$ cat src/hdl/ptc_cfg.svh
// Constants for the panel output timing control block.
// Assumes inclusion by bare name from the package and the design modules.
`ifndef PTC_CFG_SVH
`define PTC_CFG_SVH

// ****************************************************************
// Register map
// ****************************************************************
`define PTC_ADDR_W          12
`define PTC_OFS_TIMING_ONE  12'h400
`define PTC_OFS_TIMING_TWO  12'h404
`define PTC_RST_TIMING_ONE  32'h00000000
`define PTC_RST_TIMING_TWO  32'h00000000
`define PTC_WMASK_ONE       32'h60000000
`define PTC_WMASK_TWO       32'hEFFF0000
`define PTC_RESP_OKAY       2'h0
`define PTC_RESP_SLVERR     2'h2

// ****************************************************************
// Field positions
// ****************************************************************
`define PTC_B_IN_VSYNC_POL  30
`define PTC_B_IN_HSYNC_POL  29
`define PTC_B_MCLK_RATIO    31
`define PTC_B_BYPASS        30
`define PTC_B_STROBE_POL    29
`define PTC_B_RESERVED      28
`define PTC_B_SHIFT_FREE    27
`define PTC_B_LINE_SEL      26
`define PTC_B_STROBE_SEL    25
`define PTC_B_FRAME_SEL     24
`define PTC_B_VSYNC_POL     23
`define PTC_B_HSYNC_POL     22
`define PTC_F_TYPE_HI       21
`define PTC_F_TYPE_LO       20
`define PTC_B_MONO          19
`define PTC_F_FMT_HI        18
`define PTC_F_FMT_LO        16

// ****************************************************************
// Codes and counts
// ****************************************************************
`define PTC_TYPE_STN        2'h0
`define PTC_TYPE_TFT        2'h1
`define PTC_FMT_MONO8       3'h0
`define PTC_MCLK_LAST       2'h2
`define PTC_SHF_LAST        2'h1
`define PTC_PACK_LAST       2'h3
`define PTC_SYNC_W          21
`define PTC_PIX_W           18

`endif

$ cat src/hdl/ptc_panel_timing_fix.sv
// Holds no logic: the whole block lives in ptc_panel_timing.sv.

$ cat src/hdl/ptc_pkg.sv
// Types shared by the panel output timing control block.
// Assumes ptc_cfg.svh is on the include path.
`include "ptc_cfg.svh"

package ptc_pkg;

  // ****************************************************************
  // Panel type codes
  // ****************************************************************
  typedef logic [1:0] ptc_type_t;

  // ****************************************************************
  // Complete state of the main block
  // ****************************************************************
  typedef struct packed {
    logic                     aw_have;
    logic [`PTC_ADDR_W-1:0]   aw_addr;
    logic                     w_have;
    logic [31:0]              w_data;
    logic [3:0]               w_strb;
    logic                     awready;
    logic                     wready;
    logic                     bvalid;
    logic [1:0]               bresp;
    logic                     arready;
    logic                     rvalid;
    logic [1:0]               rresp;
    logic [31:0]              rdata;
    logic [31:0]              timing_one;
    logic [31:0]              timing_two;
    logic [1:0]               mclk_cnt;
    logic                     mclk_en;
    logic [1:0]               shf_cnt;
    logic                     shf_clk;
    logic [1:0]               pack_cnt;
    logic [7:0]               pack;
    logic                     line_pin;
    logic                     frame_pin;
    logic                     strobe;
    logic [23:0]              data;
  } ptc_state_s;

endpackage

$ cat src/hdl/ptc_sync.sv
// Two-flop synchroniser for a bundle of pin inputs.
// Assumes every bit is an independent level from outside the clock domain.
module ptc_sync #(
  parameter int WIDTH = 1
) (
  input  wire logic             sys_clk_i,
  input  wire logic             rstn_i,
  input  wire logic [WIDTH-1:0] async_i,
  output logic      [WIDTH-1:0] sync_o
);

  typedef struct packed {
    logic [WIDTH-1:0] meta;
    logic [WIDTH-1:0] stable;
  } ptc_sync_s;

  ptc_sync_s s;
  ptc_sync_s next_s;

  always_comb
  begin
    next_s        = s;
    next_s.meta   = async_i;
    next_s.stable = s.meta;
  end

  always_ff @(posedge sys_clk_i or negedge rstn_i)
  begin
    if (!rstn_i)
    begin
      s <= '0;
    end
    else
    begin
      s <= next_s;
    end
  end

  assign sync_o = s.stable;

endmodule

$ cat src/hdl/ptc_panel_timing.sv
// Panel output timing control: second panel timing register and output stage.
// Assumes AXI4-Lite master on sys_clk_i, which is also the pixel clock.
// Functional notes
// - Bit 31 picks memory clock full or two-thirds
// - Bypass forwards input timing and pixels directly
// - Normal mode applies polarity and pin controls
// - Strobe active low at 0, high at 1
// - Shift clock idle in retrace unless bit 27 with TFT type; free-running in bypass
// - Line pin: line pulse or horizontal sync
// - Frame pin: first line marker or vertical sync
// - Vertical sync output polarity, TFT frame pin only
// - Input vertical sync polarity from first register
// - Horizontal sync output polarity, TFT line pin only
// - Input horizontal sync polarity from first register
// - Panel type: 00 STN, 01 TFT, rest reserved
// - Data mapping and shift clock follow panel type
// - Bit 19 selects colour or monochrome formatting
// - Second register read/write, resets to zero
// - Mono 8-bit dual-scan shift clock quarter rate
//
// The AXI4-Lite slave port was left to the implementer.
`include "ptc_cfg.svh"
module ptc_panel_timing (
  input  wire logic                   sys_clk_i,
  input  wire logic                   rstn_i,
  input  wire logic [`PTC_ADDR_W-1:0] s_axi_awaddr_i,
  input  wire logic                   s_axi_awvalid_i,
  output logic                        s_axi_awready_o,
  input  wire logic [31:0]            s_axi_wdata_i,
  input  wire logic [3:0]             s_axi_wstrb_i,
  input  wire logic                   s_axi_wvalid_i,
  output logic                        s_axi_wready_o,
  output logic [1:0]                  s_axi_bresp_o,
  output logic                        s_axi_bvalid_o,
  input  wire logic                   s_axi_bready_i,
  input  wire logic [`PTC_ADDR_W-1:0] s_axi_araddr_i,
  input  wire logic                   s_axi_arvalid_i,
  output logic                        s_axi_arready_o,
  output logic [31:0]                 s_axi_rdata_o,
  output logic [1:0]                  s_axi_rresp_o,
  output logic                        s_axi_rvalid_o,
  input  wire logic                   s_axi_rready_i,
  input  wire logic                   line_sync_input_i,
  input  wire logic                   frame_sync_input_i,
  input  wire logic                   display_enable_input_i,
  input  wire logic [`PTC_PIX_W-1:0]  pixel_input_i,
  output logic                        mem_clock_enable_o,
  output logic                        panel_shift_clock_o,
  output logic                        display_enable_strobe_o,
  output logic                        line_pin_o,
  output logic                        frame_pin_o,
  output logic [23:0]                 panel_data_pins_o
);

  // ****************************************************************
  // Pin synchronisation
  // ****************************************************************
  logic [`PTC_SYNC_W-1:0] syn;
  logic                   in_de;
  logic                   in_vs;
  logic                   in_hs;
  logic [`PTC_PIX_W-1:0]  in_pix;

  ptc_sync #(
    .WIDTH (`PTC_SYNC_W)
  ) u_sync (
    .sys_clk_i (sys_clk_i),
    .rstn_i    (rstn_i),
    .async_i   ({display_enable_input_i, frame_sync_input_i, line_sync_input_i, pixel_input_i}),
    .sync_o    (syn)
  );

  assign in_de  = syn[`PTC_SYNC_W-1];
  assign in_vs  = syn[`PTC_SYNC_W-2];
  assign in_hs  = syn[`PTC_SYNC_W-3];
  assign in_pix = syn[`PTC_PIX_W-1:0];

  ptc_pkg::ptc_state_s s;
  ptc_pkg::ptc_state_s next_s;

  // ****************************************************************
  // Decoded controls
  // ****************************************************************
  logic                bypass;
  logic                tft;
  logic                stn;
  logic                quarter;
  logic                run_shift;
  logic                hs_norm;
  logic                vs_norm;
  ptc_pkg::ptc_type_t  ptype;

  assign ptype   = s.timing_two[`PTC_F_TYPE_HI:`PTC_F_TYPE_LO];
  assign bypass  = s.timing_two[`PTC_B_BYPASS];
  assign tft     = (ptype == `PTC_TYPE_TFT);
  assign stn     = (ptype == `PTC_TYPE_STN);
  assign quarter = stn && s.timing_two[`PTC_B_MONO]
                   && (s.timing_two[`PTC_F_FMT_HI:`PTC_F_FMT_LO] == `PTC_FMT_MONO8);
  assign run_shift = in_de || (tft && s.timing_two[`PTC_B_SHIFT_FREE]);
  assign hs_norm = in_hs ^ s.timing_one[`PTC_B_IN_HSYNC_POL];
  assign vs_norm = in_vs ^ s.timing_one[`PTC_B_IN_VSYNC_POL];

  // ****************************************************************
  // Next state
  // ****************************************************************
  always_comb
  begin
    next_s = s;
    // Write channel capture, in either order
    if (s_axi_awvalid_i && s.awready)
    begin
      next_s.aw_have = 1'b1;
      next_s.aw_addr = s_axi_awaddr_i;
    end
    if (s_axi_wvalid_i && s.wready)
    begin
      next_s.w_have = 1'b1;
      next_s.w_data = s_axi_wdata_i;
      next_s.w_strb = s_axi_wstrb_i;
    end
    if (s.bvalid && s_axi_bready_i)
    begin
      next_s.bvalid = 1'b0;
    end
    if (next_s.aw_have && next_s.w_have && !next_s.bvalid)
    begin
      next_s.bvalid  = 1'b1;
      next_s.bresp   = `PTC_RESP_OKAY;
      next_s.aw_have = 1'b0;
      next_s.w_have  = 1'b0;
      for (int i = 0; i < 4; i++)
      begin
        if (next_s.w_strb[i])
        begin
          if (next_s.aw_addr == `PTC_OFS_TIMING_ONE)
          begin
            next_s.timing_one[i*8 +: 8] = next_s.w_data[i*8 +: 8];
          end
          if (next_s.aw_addr == `PTC_OFS_TIMING_TWO)
          begin
            next_s.timing_two[i*8 +: 8] = next_s.w_data[i*8 +: 8];
          end
        end
      end
      next_s.timing_one = next_s.timing_one & `PTC_WMASK_ONE;
      next_s.timing_two = next_s.timing_two & `PTC_WMASK_TWO;
      if (next_s.aw_addr != `PTC_OFS_TIMING_ONE && next_s.aw_addr != `PTC_OFS_TIMING_TWO)
      begin
        next_s.bresp = `PTC_RESP_SLVERR;
      end
    end
    next_s.awready = !next_s.aw_have;
    next_s.wready  = !next_s.w_have;

    // Read channel
    if (s.rvalid && s_axi_rready_i)
    begin
      next_s.rvalid = 1'b0;
    end
    if (s_axi_arvalid_i && s.arready)
    begin
      next_s.rvalid = 1'b1;
      next_s.rresp  = `PTC_RESP_OKAY;
      next_s.rdata  = 32'h00000000;
      if (s_axi_araddr_i == `PTC_OFS_TIMING_ONE)
      begin
        next_s.rdata = s.timing_one;
      end
      else if (s_axi_araddr_i == `PTC_OFS_TIMING_TWO)
      begin
        next_s.rdata = s.timing_two;
      end
      else
      begin
        next_s.rresp = `PTC_RESP_SLVERR;
      end
    end
    next_s.arready = !next_s.rvalid;

    // Memory clock enable: every cycle, or two of every three
    if (s.timing_two[`PTC_B_MCLK_RATIO])
    begin
      next_s.mclk_cnt = (s.mclk_cnt == `PTC_MCLK_LAST) ? 2'h0 : s.mclk_cnt + 2'h1;
      next_s.mclk_en  = (next_s.mclk_cnt != `PTC_MCLK_LAST);
    end
    else
    begin
      next_s.mclk_cnt = 2'h0;
      next_s.mclk_en  = 1'b1;
    end

    // Panel output stage
    if (bypass)
    begin
      next_s.line_pin  = in_hs;
      next_s.frame_pin = in_vs;
      next_s.strobe    = in_de;
      next_s.data      = {6'h00, in_pix};
      next_s.shf_clk   = !s.shf_clk;
      next_s.shf_cnt   = 2'h0;
      next_s.pack_cnt  = 2'h0;
    end
    else
    begin
      next_s.line_pin  = s.timing_two[`PTC_B_LINE_SEL]
                         ? (hs_norm ^ s.timing_two[`PTC_B_HSYNC_POL]) : hs_norm;
      next_s.frame_pin = s.timing_two[`PTC_B_FRAME_SEL]
                         ? (vs_norm ^ s.timing_two[`PTC_B_VSYNC_POL]) : vs_norm;
      next_s.strobe    = s.timing_two[`PTC_B_STROBE_POL] ? in_de : !in_de;

      if (!run_shift)
      begin
        next_s.shf_clk = 1'b0;
        next_s.shf_cnt = 2'h0;
      end
      else if (quarter)
      begin
        next_s.shf_cnt = (s.shf_cnt == `PTC_SHF_LAST) ? 2'h0 : s.shf_cnt + 2'h1;
        if (s.shf_cnt == `PTC_SHF_LAST)
        begin
          next_s.shf_clk = !s.shf_clk;
        end
      end
      else
      begin
        next_s.shf_clk = !s.shf_clk;
        next_s.shf_cnt = 2'h0;
      end

      if (tft)
      begin
        next_s.data = {in_pix[17:12], 2'h0, in_pix[11:6], 2'h0, in_pix[5:0], 2'h0};
      end
      else if (stn && !s.timing_two[`PTC_B_MONO])
      begin
        next_s.data = {6'h00, in_pix};
      end
      else if (quarter)
      begin
        // Four pixels of two grey bits form one 8-bit panel word
        if (in_de)
        begin
          next_s.pack     = {s.pack[5:0], in_pix[11:10]};
          next_s.pack_cnt = s.pack_cnt + 2'h1;
          if (s.pack_cnt == `PTC_PACK_LAST)
          begin
            next_s.data = {16'h0000, s.pack[5:0], in_pix[11:10]};
          end
        end
        else
        begin
          next_s.pack_cnt = 2'h0;
        end
      end
      else if (stn)
      begin
        next_s.data = {in_pix[11:6], 2'h0, in_pix[11:6], 2'h0, in_pix[11:6], 2'h0};
      end
      else
      begin
        next_s.data = 24'h000000;
      end
    end
  end

  always_ff @(posedge sys_clk_i or negedge rstn_i)
  begin
    if (!rstn_i)
    begin
      s            <= '0;
      s.timing_one <= `PTC_RST_TIMING_ONE;
      s.timing_two <= `PTC_RST_TIMING_TWO;
      s.mclk_en    <= 1'b1;
    end
    else
    begin
      s <= next_s;
    end
  end

  // ****************************************************************
  // Outputs
  // ****************************************************************
  assign s_axi_awready_o         = s.awready;
  assign s_axi_wready_o          = s.wready;
  assign s_axi_bresp_o           = s.bresp;
  assign s_axi_bvalid_o          = s.bvalid;
  assign s_axi_arready_o         = s.arready;
  assign s_axi_rdata_o           = s.rdata;
  assign s_axi_rresp_o           = s.rresp;
  assign s_axi_rvalid_o          = s.rvalid;
  assign mem_clock_enable_o      = s.mclk_en;
  assign panel_shift_clock_o     = s.shf_clk;
  assign display_enable_strobe_o = s.strobe;
  assign line_pin_o              = s.line_pin;
  assign frame_pin_o             = s.frame_pin;
  assign panel_data_pins_o       = s.data;

  // ****************************************************************
  // Checks
  // ****************************************************************
  property p_mclk_full;
    @(posedge sys_clk_i) disable iff (!rstn_i)
    !s.timing_two[`PTC_B_MCLK_RATIO] |=> mem_clock_enable_o;
  endproperty
  a_mclk_full: assert property (p_mclk_full) else $error("memory clock not full rate");

  property p_mclk_no_three;
    @(posedge sys_clk_i) disable iff (!rstn_i)
    s.timing_two[`PTC_B_MCLK_RATIO] [*4] |-> !(mem_clock_enable_o && $past(mem_clock_enable_o)
      && $past(mem_clock_enable_o, 2));
  endproperty
  a_mclk_no_three: assert property (p_mclk_no_three) else $error("ratio above two-thirds");

  property p_mclk_no_gap;
    @(posedge sys_clk_i) disable iff (!rstn_i)
    s.timing_two[`PTC_B_MCLK_RATIO] [*3] |-> (mem_clock_enable_o || $past(mem_clock_enable_o));
  endproperty
  a_mclk_no_gap: assert property (p_mclk_no_gap) else $error("ratio below two-thirds");

  property p_bypass;
    @(posedge sys_clk_i) disable iff (!rstn_i)
    bypass |=> (line_pin_o == $past(in_hs)) && (frame_pin_o == $past(in_vs))
      && (display_enable_strobe_o == $past(in_de));
  endproperty
  a_bypass: assert property (p_bypass) else $error("bypass did not forward inputs");

  property p_strobe_pol;
    @(posedge sys_clk_i) disable iff (!rstn_i)
    !bypass |=> display_enable_strobe_o
      == ($past(s.timing_two[`PTC_B_STROBE_POL]) ? $past(in_de) : !$past(in_de));
  endproperty
  a_strobe_pol: assert property (p_strobe_pol) else $error("strobe polarity wrong");

  property p_line_pin;
    @(posedge sys_clk_i) disable iff (!rstn_i)
    !bypass |=> line_pin_o == ($past(in_hs) ^ $past(s.timing_one[`PTC_B_IN_HSYNC_POL])
      ^ ($past(s.timing_two[`PTC_B_LINE_SEL]) && $past(s.timing_two[`PTC_B_HSYNC_POL])));
  endproperty
  a_line_pin: assert property (p_line_pin) else $error("line pin level wrong");

  property p_frame_pin;
    @(posedge sys_clk_i) disable iff (!rstn_i)
    !bypass |=> frame_pin_o == ($past(in_vs) ^ $past(s.timing_one[`PTC_B_IN_VSYNC_POL])
      ^ ($past(s.timing_two[`PTC_B_FRAME_SEL]) && $past(s.timing_two[`PTC_B_VSYNC_POL])));
  endproperty
  a_frame_pin: assert property (p_frame_pin) else $error("frame pin level wrong");

  property p_shift_idle;
    @(posedge sys_clk_i) disable iff (!rstn_i)
    !bypass && !run_shift |=> !panel_shift_clock_o;
  endproperty
  a_shift_idle: assert property (p_shift_idle) else $error("shift clock ran in retrace");

  property p_quarter;
    @(posedge sys_clk_i) disable iff (!rstn_i)
    (!bypass && quarter && run_shift && $changed(panel_shift_clock_o)) [*1]
      ##1 (!bypass && quarter && run_shift) |-> $stable(panel_shift_clock_o);
  endproperty
  a_quarter: assert property (p_quarter) else $error("shift clock above quarter rate");

  property p_rsvd_zero;
    @(posedge sys_clk_i) disable iff (!rstn_i)
    1'b1 |-> !s.timing_two[`PTC_B_RESERVED];
  endproperty
  a_rsvd_zero: assert property (p_rsvd_zero) else $error("reserved bit was stored");

endmodule

$ cat config.mk
export PLATFORM = sky130hd
export DESIGN_NAME = ptc_panel_timing
export DESIGN_NICKNAME = d
export VERILOG_FILES = /design/src/hdl/ptc_panel_timing_fix.sv /design/src/hdl/ptc_pkg.sv /design/src/hdl/ptc_sync.sv /design/src/hdl/ptc_panel_timing.sv
export VERILOG_INCLUDE_DIRS = /design/src /design/src/hdl
export SDC_FILE = /design/constraint.sdc
export NUM_CORES = 1
export LEC_CHECK = 0
export BUFFER_PORTS_ARGS = -buffer_cell sky130_fd_sc_hd__clkbuf_2
export CELL_PAD_IN_SITES_DETAIL_PLACEMENT = 2
export CELL_PAD_IN_SITES_GLOBAL_PLACEMENT = 2
export CORE_AREA = 2 2 153 140
export DETAILED_ROUTE_END_ITERATION = 7
export DIE_AREA = 0 0 155 142
export GPL_TIMING_DRIVEN = 0
export MAX_ROUTING_LAYER = met4
export PLACE_DENSITY_LB_ADDON = 0.1
export SLEW_MARGIN = 20
export SYNTH_ARGS = -nofsm -noshare
export SYNTH_HDL_FRONTEND = slang
export SYNTH_HIERARCHICAL = 1
export SYNTH_SLANG_ARGS = --single-unit
$ cat constraint.sdc
create_clock -name sys_clk_i -period 1.9 [get_ports sys_clk_i]
set_input_delay 0.475 -clock sys_clk_i [delete_from_list [all_inputs] [get_ports sys_clk_i]]
set_output_delay 0.475 -clock sys_clk_i [all_outputs]
set_load 0.005 [all_outputs]
== After elaboration in Yosys (flattened, before gate mapping) ==
Index checks and enable logic that the tools add are counted.
Widths: inputs -> output; s select.
Storage, ports and cells
  bits in latches: 0
  output and inout bits: 70
  memories: 0
  input bits: 88
  logic and storage cells: 121
  register bits after elaboration: 193
  RAM bits: 0
  memory bits (read-only): 0
Operators by class
  $lt $le $gt $ge: 0
  add/subtract/negate cells: 3
  reduce and logical (&&, ||, !) cells: 29
  shift operators: 0
  equal/unequal tests: 16
  divide/modulo/power cells: 0
  multiplexer cells: 35
  bitwise logic cells: 7
  multipliers: 0
Operators with widths (number)
  $mux 24: 6
  $mux 32: 2
  $eq 12x11->1 const B: 4
  $mux 37: 1
  $mux 35: 1
  $mux 10: 3
  $mux 27: 1
  $ne 12x11->1 const B: 2
  $mux 13: 1
  $logic_and 1x1->1: 12
  $mux 2: 6
  $mux 3: 4
  $reduce_and 3->1: 4
  $ne 5x3->1 const B: 2
  $mux 1: 8
  $mux 8: 1
  $logic_not 1->1: 7
  $add 2x1->2 const B: 3
  $ne 2x2->1 const B: 3
  $mux 5: 1
  $reduce_and 5->1: 1
  $eq 2x1->1 const B: 2
  $eq 2x2->1 const B: 2
  $ne 4x3->1 const B: 1
  other kinds (7): 12

== Logic depth before layout (Yosys ltp) ==
  word-level depth: 7
  mapped depth: 6

== Cells and area by module ==
The synthesis kept the hierarchy.
Modules (own cells, without submodules)
  ptc_panel_timing: times used 1, area each 5172.5 µm², cells an instance 465
  ptc_sync: times used 1, area each 1051.0 µm², cells an instance 42

== Least setup slack after synthesis ==
No wires, ideal clock.
  path type: input-to-reg
  from: input port s_axi_awaddr_i[8]
  to: register s (netlist bit ptype[0])
  stages on the path: 4
  setup slack: -233 ps
  buffers on the path: 0
  setup time: 125 ps
  data arrival time: 2009 ps
  required time: 1775 ps
  cells stage by stage: nor4_1 -> nand4_2 -> a2111oi_4 -> mux2_2
Between the ends
  cells in the longest elaborated chain, start to end: 3
RTL lines
  start, declared: line ptc_panel_timing.sv:26  | input wire logic [`PTC_ADDR_W-1:0] s_axi_awaddr_i,
  $mux 13: line ptc_panel_timing.sv:110  | if (s_axi_awvalid_i && s.awready)
  $eq 12x11->1 (no line)
  $reduce_and 3->1 (no line)
  end signal, assigned: line ptc_panel_timing.sv:277  | s <= next_s;
  end, declared: line ptc_panel_timing.sv:78  | ptc_pkg::ptc_state_s s;
No other way between the ends.
A chain may end at the register's enable or synchronous reset.

== Worst setup path in the final report ==
  from: register s[192] in the netlist's numbering
  to: register s[72] in the netlist's numbering
Between the ends
  cells in the longest elaborated chain, start to end: 3
RTL lines (line)
  $mux 13: ptc_panel_timing.sv:110
  $eq 12x11->1 (no line)
  $reduce_and 3->1 (no line)
No other way between the ends.

==> impl_metrics.yaml <==
grt:
  grt_pass1_vias: 4947
  grt.overflow.total: 0
  grt_max_degree: 79
  grt_pass1_wl_um: 27000
  antenna_found_initial: 0
  track_usage_pct: 16.4
timing:
  max_slew_margin_pct: 57.4
  slew_violations: 0
  fin_crit_sh_pct: 105
  tns_ns: -1.17
  setup_viol: 15
  fmax_mhz: 499
  finClkSkew_ns: 0.0133
  fin_ws_ns: -0.102
  whs_ns: 0.0845
  finalHoldViolations: 0
  fin_crit_ns: 2.00
  rsz0062_at_grt: "yes"
  tightest_slew_ns: 0.639
power:
  leakage_nw: 4.00
  report.power.total_mw: 9.13
  power_density_nw_per_um2: 1130
  ir_drop_v: 0.000612
yosys:
  syn-cell-area_um2: 6220
  ys_seq_elements: 153
  yosysMostFrequentCell: "dfrtp_1"
  syn_inst: 507
  avgSynthCellArea_um2: 12.3
  synth_top_area_share_pct: 61.1
  ys_seq_area_share_pct: 61.5
  synth-edff-count: 0
  synth.area.top_cells: "dfrtp_1 61%, buf_4 7.2%, mux2_2 6.5%, nand2_1 4.2%, a22o_1 2.4%"
  synth_common_cells: "152 x dfrtp_1, 70 x nand2_1, 60 x buf_4"
  yosysWarningCount: 6
  ys.flop_type: "dfrtp_1"
  synth.distinct_cells: 54
  postSynth.asyncResetShare_pct: 100
  synth_top_area_cell: "dfrtp_1"
status:
  outcome: "finished with violations"
  violations: "setup timing"
die:
  rows: 50
  io_pins: 158
  initial_utilization_pct: 30.4
  die_height_um: 142
  core_um2: 20500
  dieArea_um2: 22000
  die_x_um: 155
cts:
  cts_buffers: 17
  cts_tree: "done"
  clock-sinks: 153
  clkLatencyLatePin_ns: 0.42
  cts_root_buf: "clkbuf_16"
  postCtsHoldBufs: 0
  path_clk_slew_ns: 0.06
  cts_buffer_depth: 2
  htree_levels: 4
finish:
  antenna_cells: 0
  fin_cells: 941
  post-route-util_pct: 39.6
  areaGrowthSynthToFinish_pct: 30.1
  drive_above_1_share_pct: 42.1
  fillers: 2137
  final_nets: 758
  finalInstanceArea_um2: 8100
worst_setup_path:
  required_ns: 2.20
  critPathSlowestCell: "dfrtp_1"
  worst-path-max-fanout: 7
  worstSetupPathType: "reg2reg"
  path_cells: "nor4_1, nand4_1, buf_6, a2111oi_4, buf_12, mux2_4"
  startpoint_type: "flip-flop"
  critPathCaptureType: "flip-flop"
  cp_slowest_stage_delay_ns: 0.39
  rr_worst_depth: 6
  worstPathArrival_ns: 2.30
detailed_routing:
  firstDrtPassIters: 5
  wl_um: 16600
  drt_iter0_drc: 129
  drc: 0
  ant_nets: 0
  dr_total_vias: 4441
  wl_per_cell_um: 17.6
  avgViaCountPerCell: 4.72
placed_design:
  port_buffers: 119
  gp_routability_congestion: 0.785
  placed_cell_area_um2: 7290
  place_hpwl_um: 12000
  pre_cts_ws_ns: -0.705
  dp_cells: 905
job:
  drv_cap: 0
hold_path:
  min-delay-path-class: "in2async"
-- critical path: cells and delay by family, from the launching register on --
kind,cells,cell delay (ns)
and+or+nand+nor,2,0.46
DFF,1,0.39
buffers and inverters,2,0.36
AOI/OAI and AO/OA,1,0.36
muxes,1,0.31
-- cell families (layout without fill, tap and decap cells) --
group / after synthesis / in the layout / share of synthesized area, %
adders and majority gates: 1 / 1 / 0.201
other: 1 / 19 / 0.0603
DFF: 153 / 153 / 61.5
muxes: 43 / 43 / 7.64
buffers and inverters: 95 / 251 / 9.37
xor gates and xnor gates: 5 / 5 / 0.704
and+or+nand+nor: 117 / 117 / 9.03
AOI/OAI and AO/OA: 92 / 92 / 11.5
-- per-layer routing --
| layer | GRT usage, % | vias to the layer above | share of wire, % |
|---|---|---|---|
| met5 | - | - | 0 |
| met4 | 4.68 | 0 | 0.93 |
| met3 | 3.62 | 12 | 4.8 |
| met2 | 25.9 | 112 | 49 |
| met1 | 21.5 | 2299 | 45 |
| li1 | - | 2018 | - |
-- final timing paths --
check / start / endpoint / slack (ns)
max: s[192] / s[72] / -0.10
min: rstn_i / s_axi_awready_o / 0.08
max reg2reg: s[192] / s[72] / -0.10
min reg2reg: u_sync/next_s[9] / u_sync/sync_o[9] / 0.35
max in group asynchronous: rstn_i / panel_data_pins_o[10] / 0.99
min in group sys_clk_i: pixel_input_i[5] / u_sync/next_s[5] / 0.16
-- state kept, by name (all words and copies together) (netlist names), 2 cells and up --
name	flops
s	57
u_sync/next_s	21
s_axi_rdata_o	15
ptype	2
u_sync/sync_o	21
panel_data_pins_o	24
-- power breakdown --
part | switching [mW] | leakage [nW] | internal [mW]
combinational | 0.903 | 1.82 | 0.819
sequential | 0.303 | 1.90 | 3.82
clock | 1.32 | 0.276 | 1.96
-- cells in the final DEF, fill, tap and decap left out, types with 6 or more instances in the layout --
cell type  netlist  routed
mux2_2          36      19
mux2_4           0      17
a22o_1          17      17
buf_4           60      65
o31ai_1          7       6
clkbuf_1        16       6
a22oi_1          6       6
dfrtp_1        152     152
nor2_1           7       7
clkbuf_16        0      17
clkbuf_2         0     125
nand2_1         70      68
conb_1           1      19
o21ai_0         19      19
a21oi_1         10      10
mux2i_1          7       6
inv_1           16      16
-- what timing repair did --
action / in CTS / in global routing
resized for setup: 37 / 13
setup endpoints to repair: 62 / 51
setup buffers: 4 / 3
pin swaps: 4 / 2
-- layout make-up --
| type | count | area (um2) | share of cell area, % |
|---|---|---|---|
| sequential | 153 | 3830 | 47.3 |
| multi-input combinational | 277 | 2060 | 25.5 |
| timing repair buffer | 127 | 713 | 8.81 |
| buffer | 77 | 537 | 6.63 |
| clock buffer | 20 | 447 | 5.52 |
| tap | 260 | 325 | 4.02 |
| clock inverter | 11 | 121 | 1.50 |
| inverter | 16 | 60.1 | 0.742 |
(Power assumes the default switching activity.)
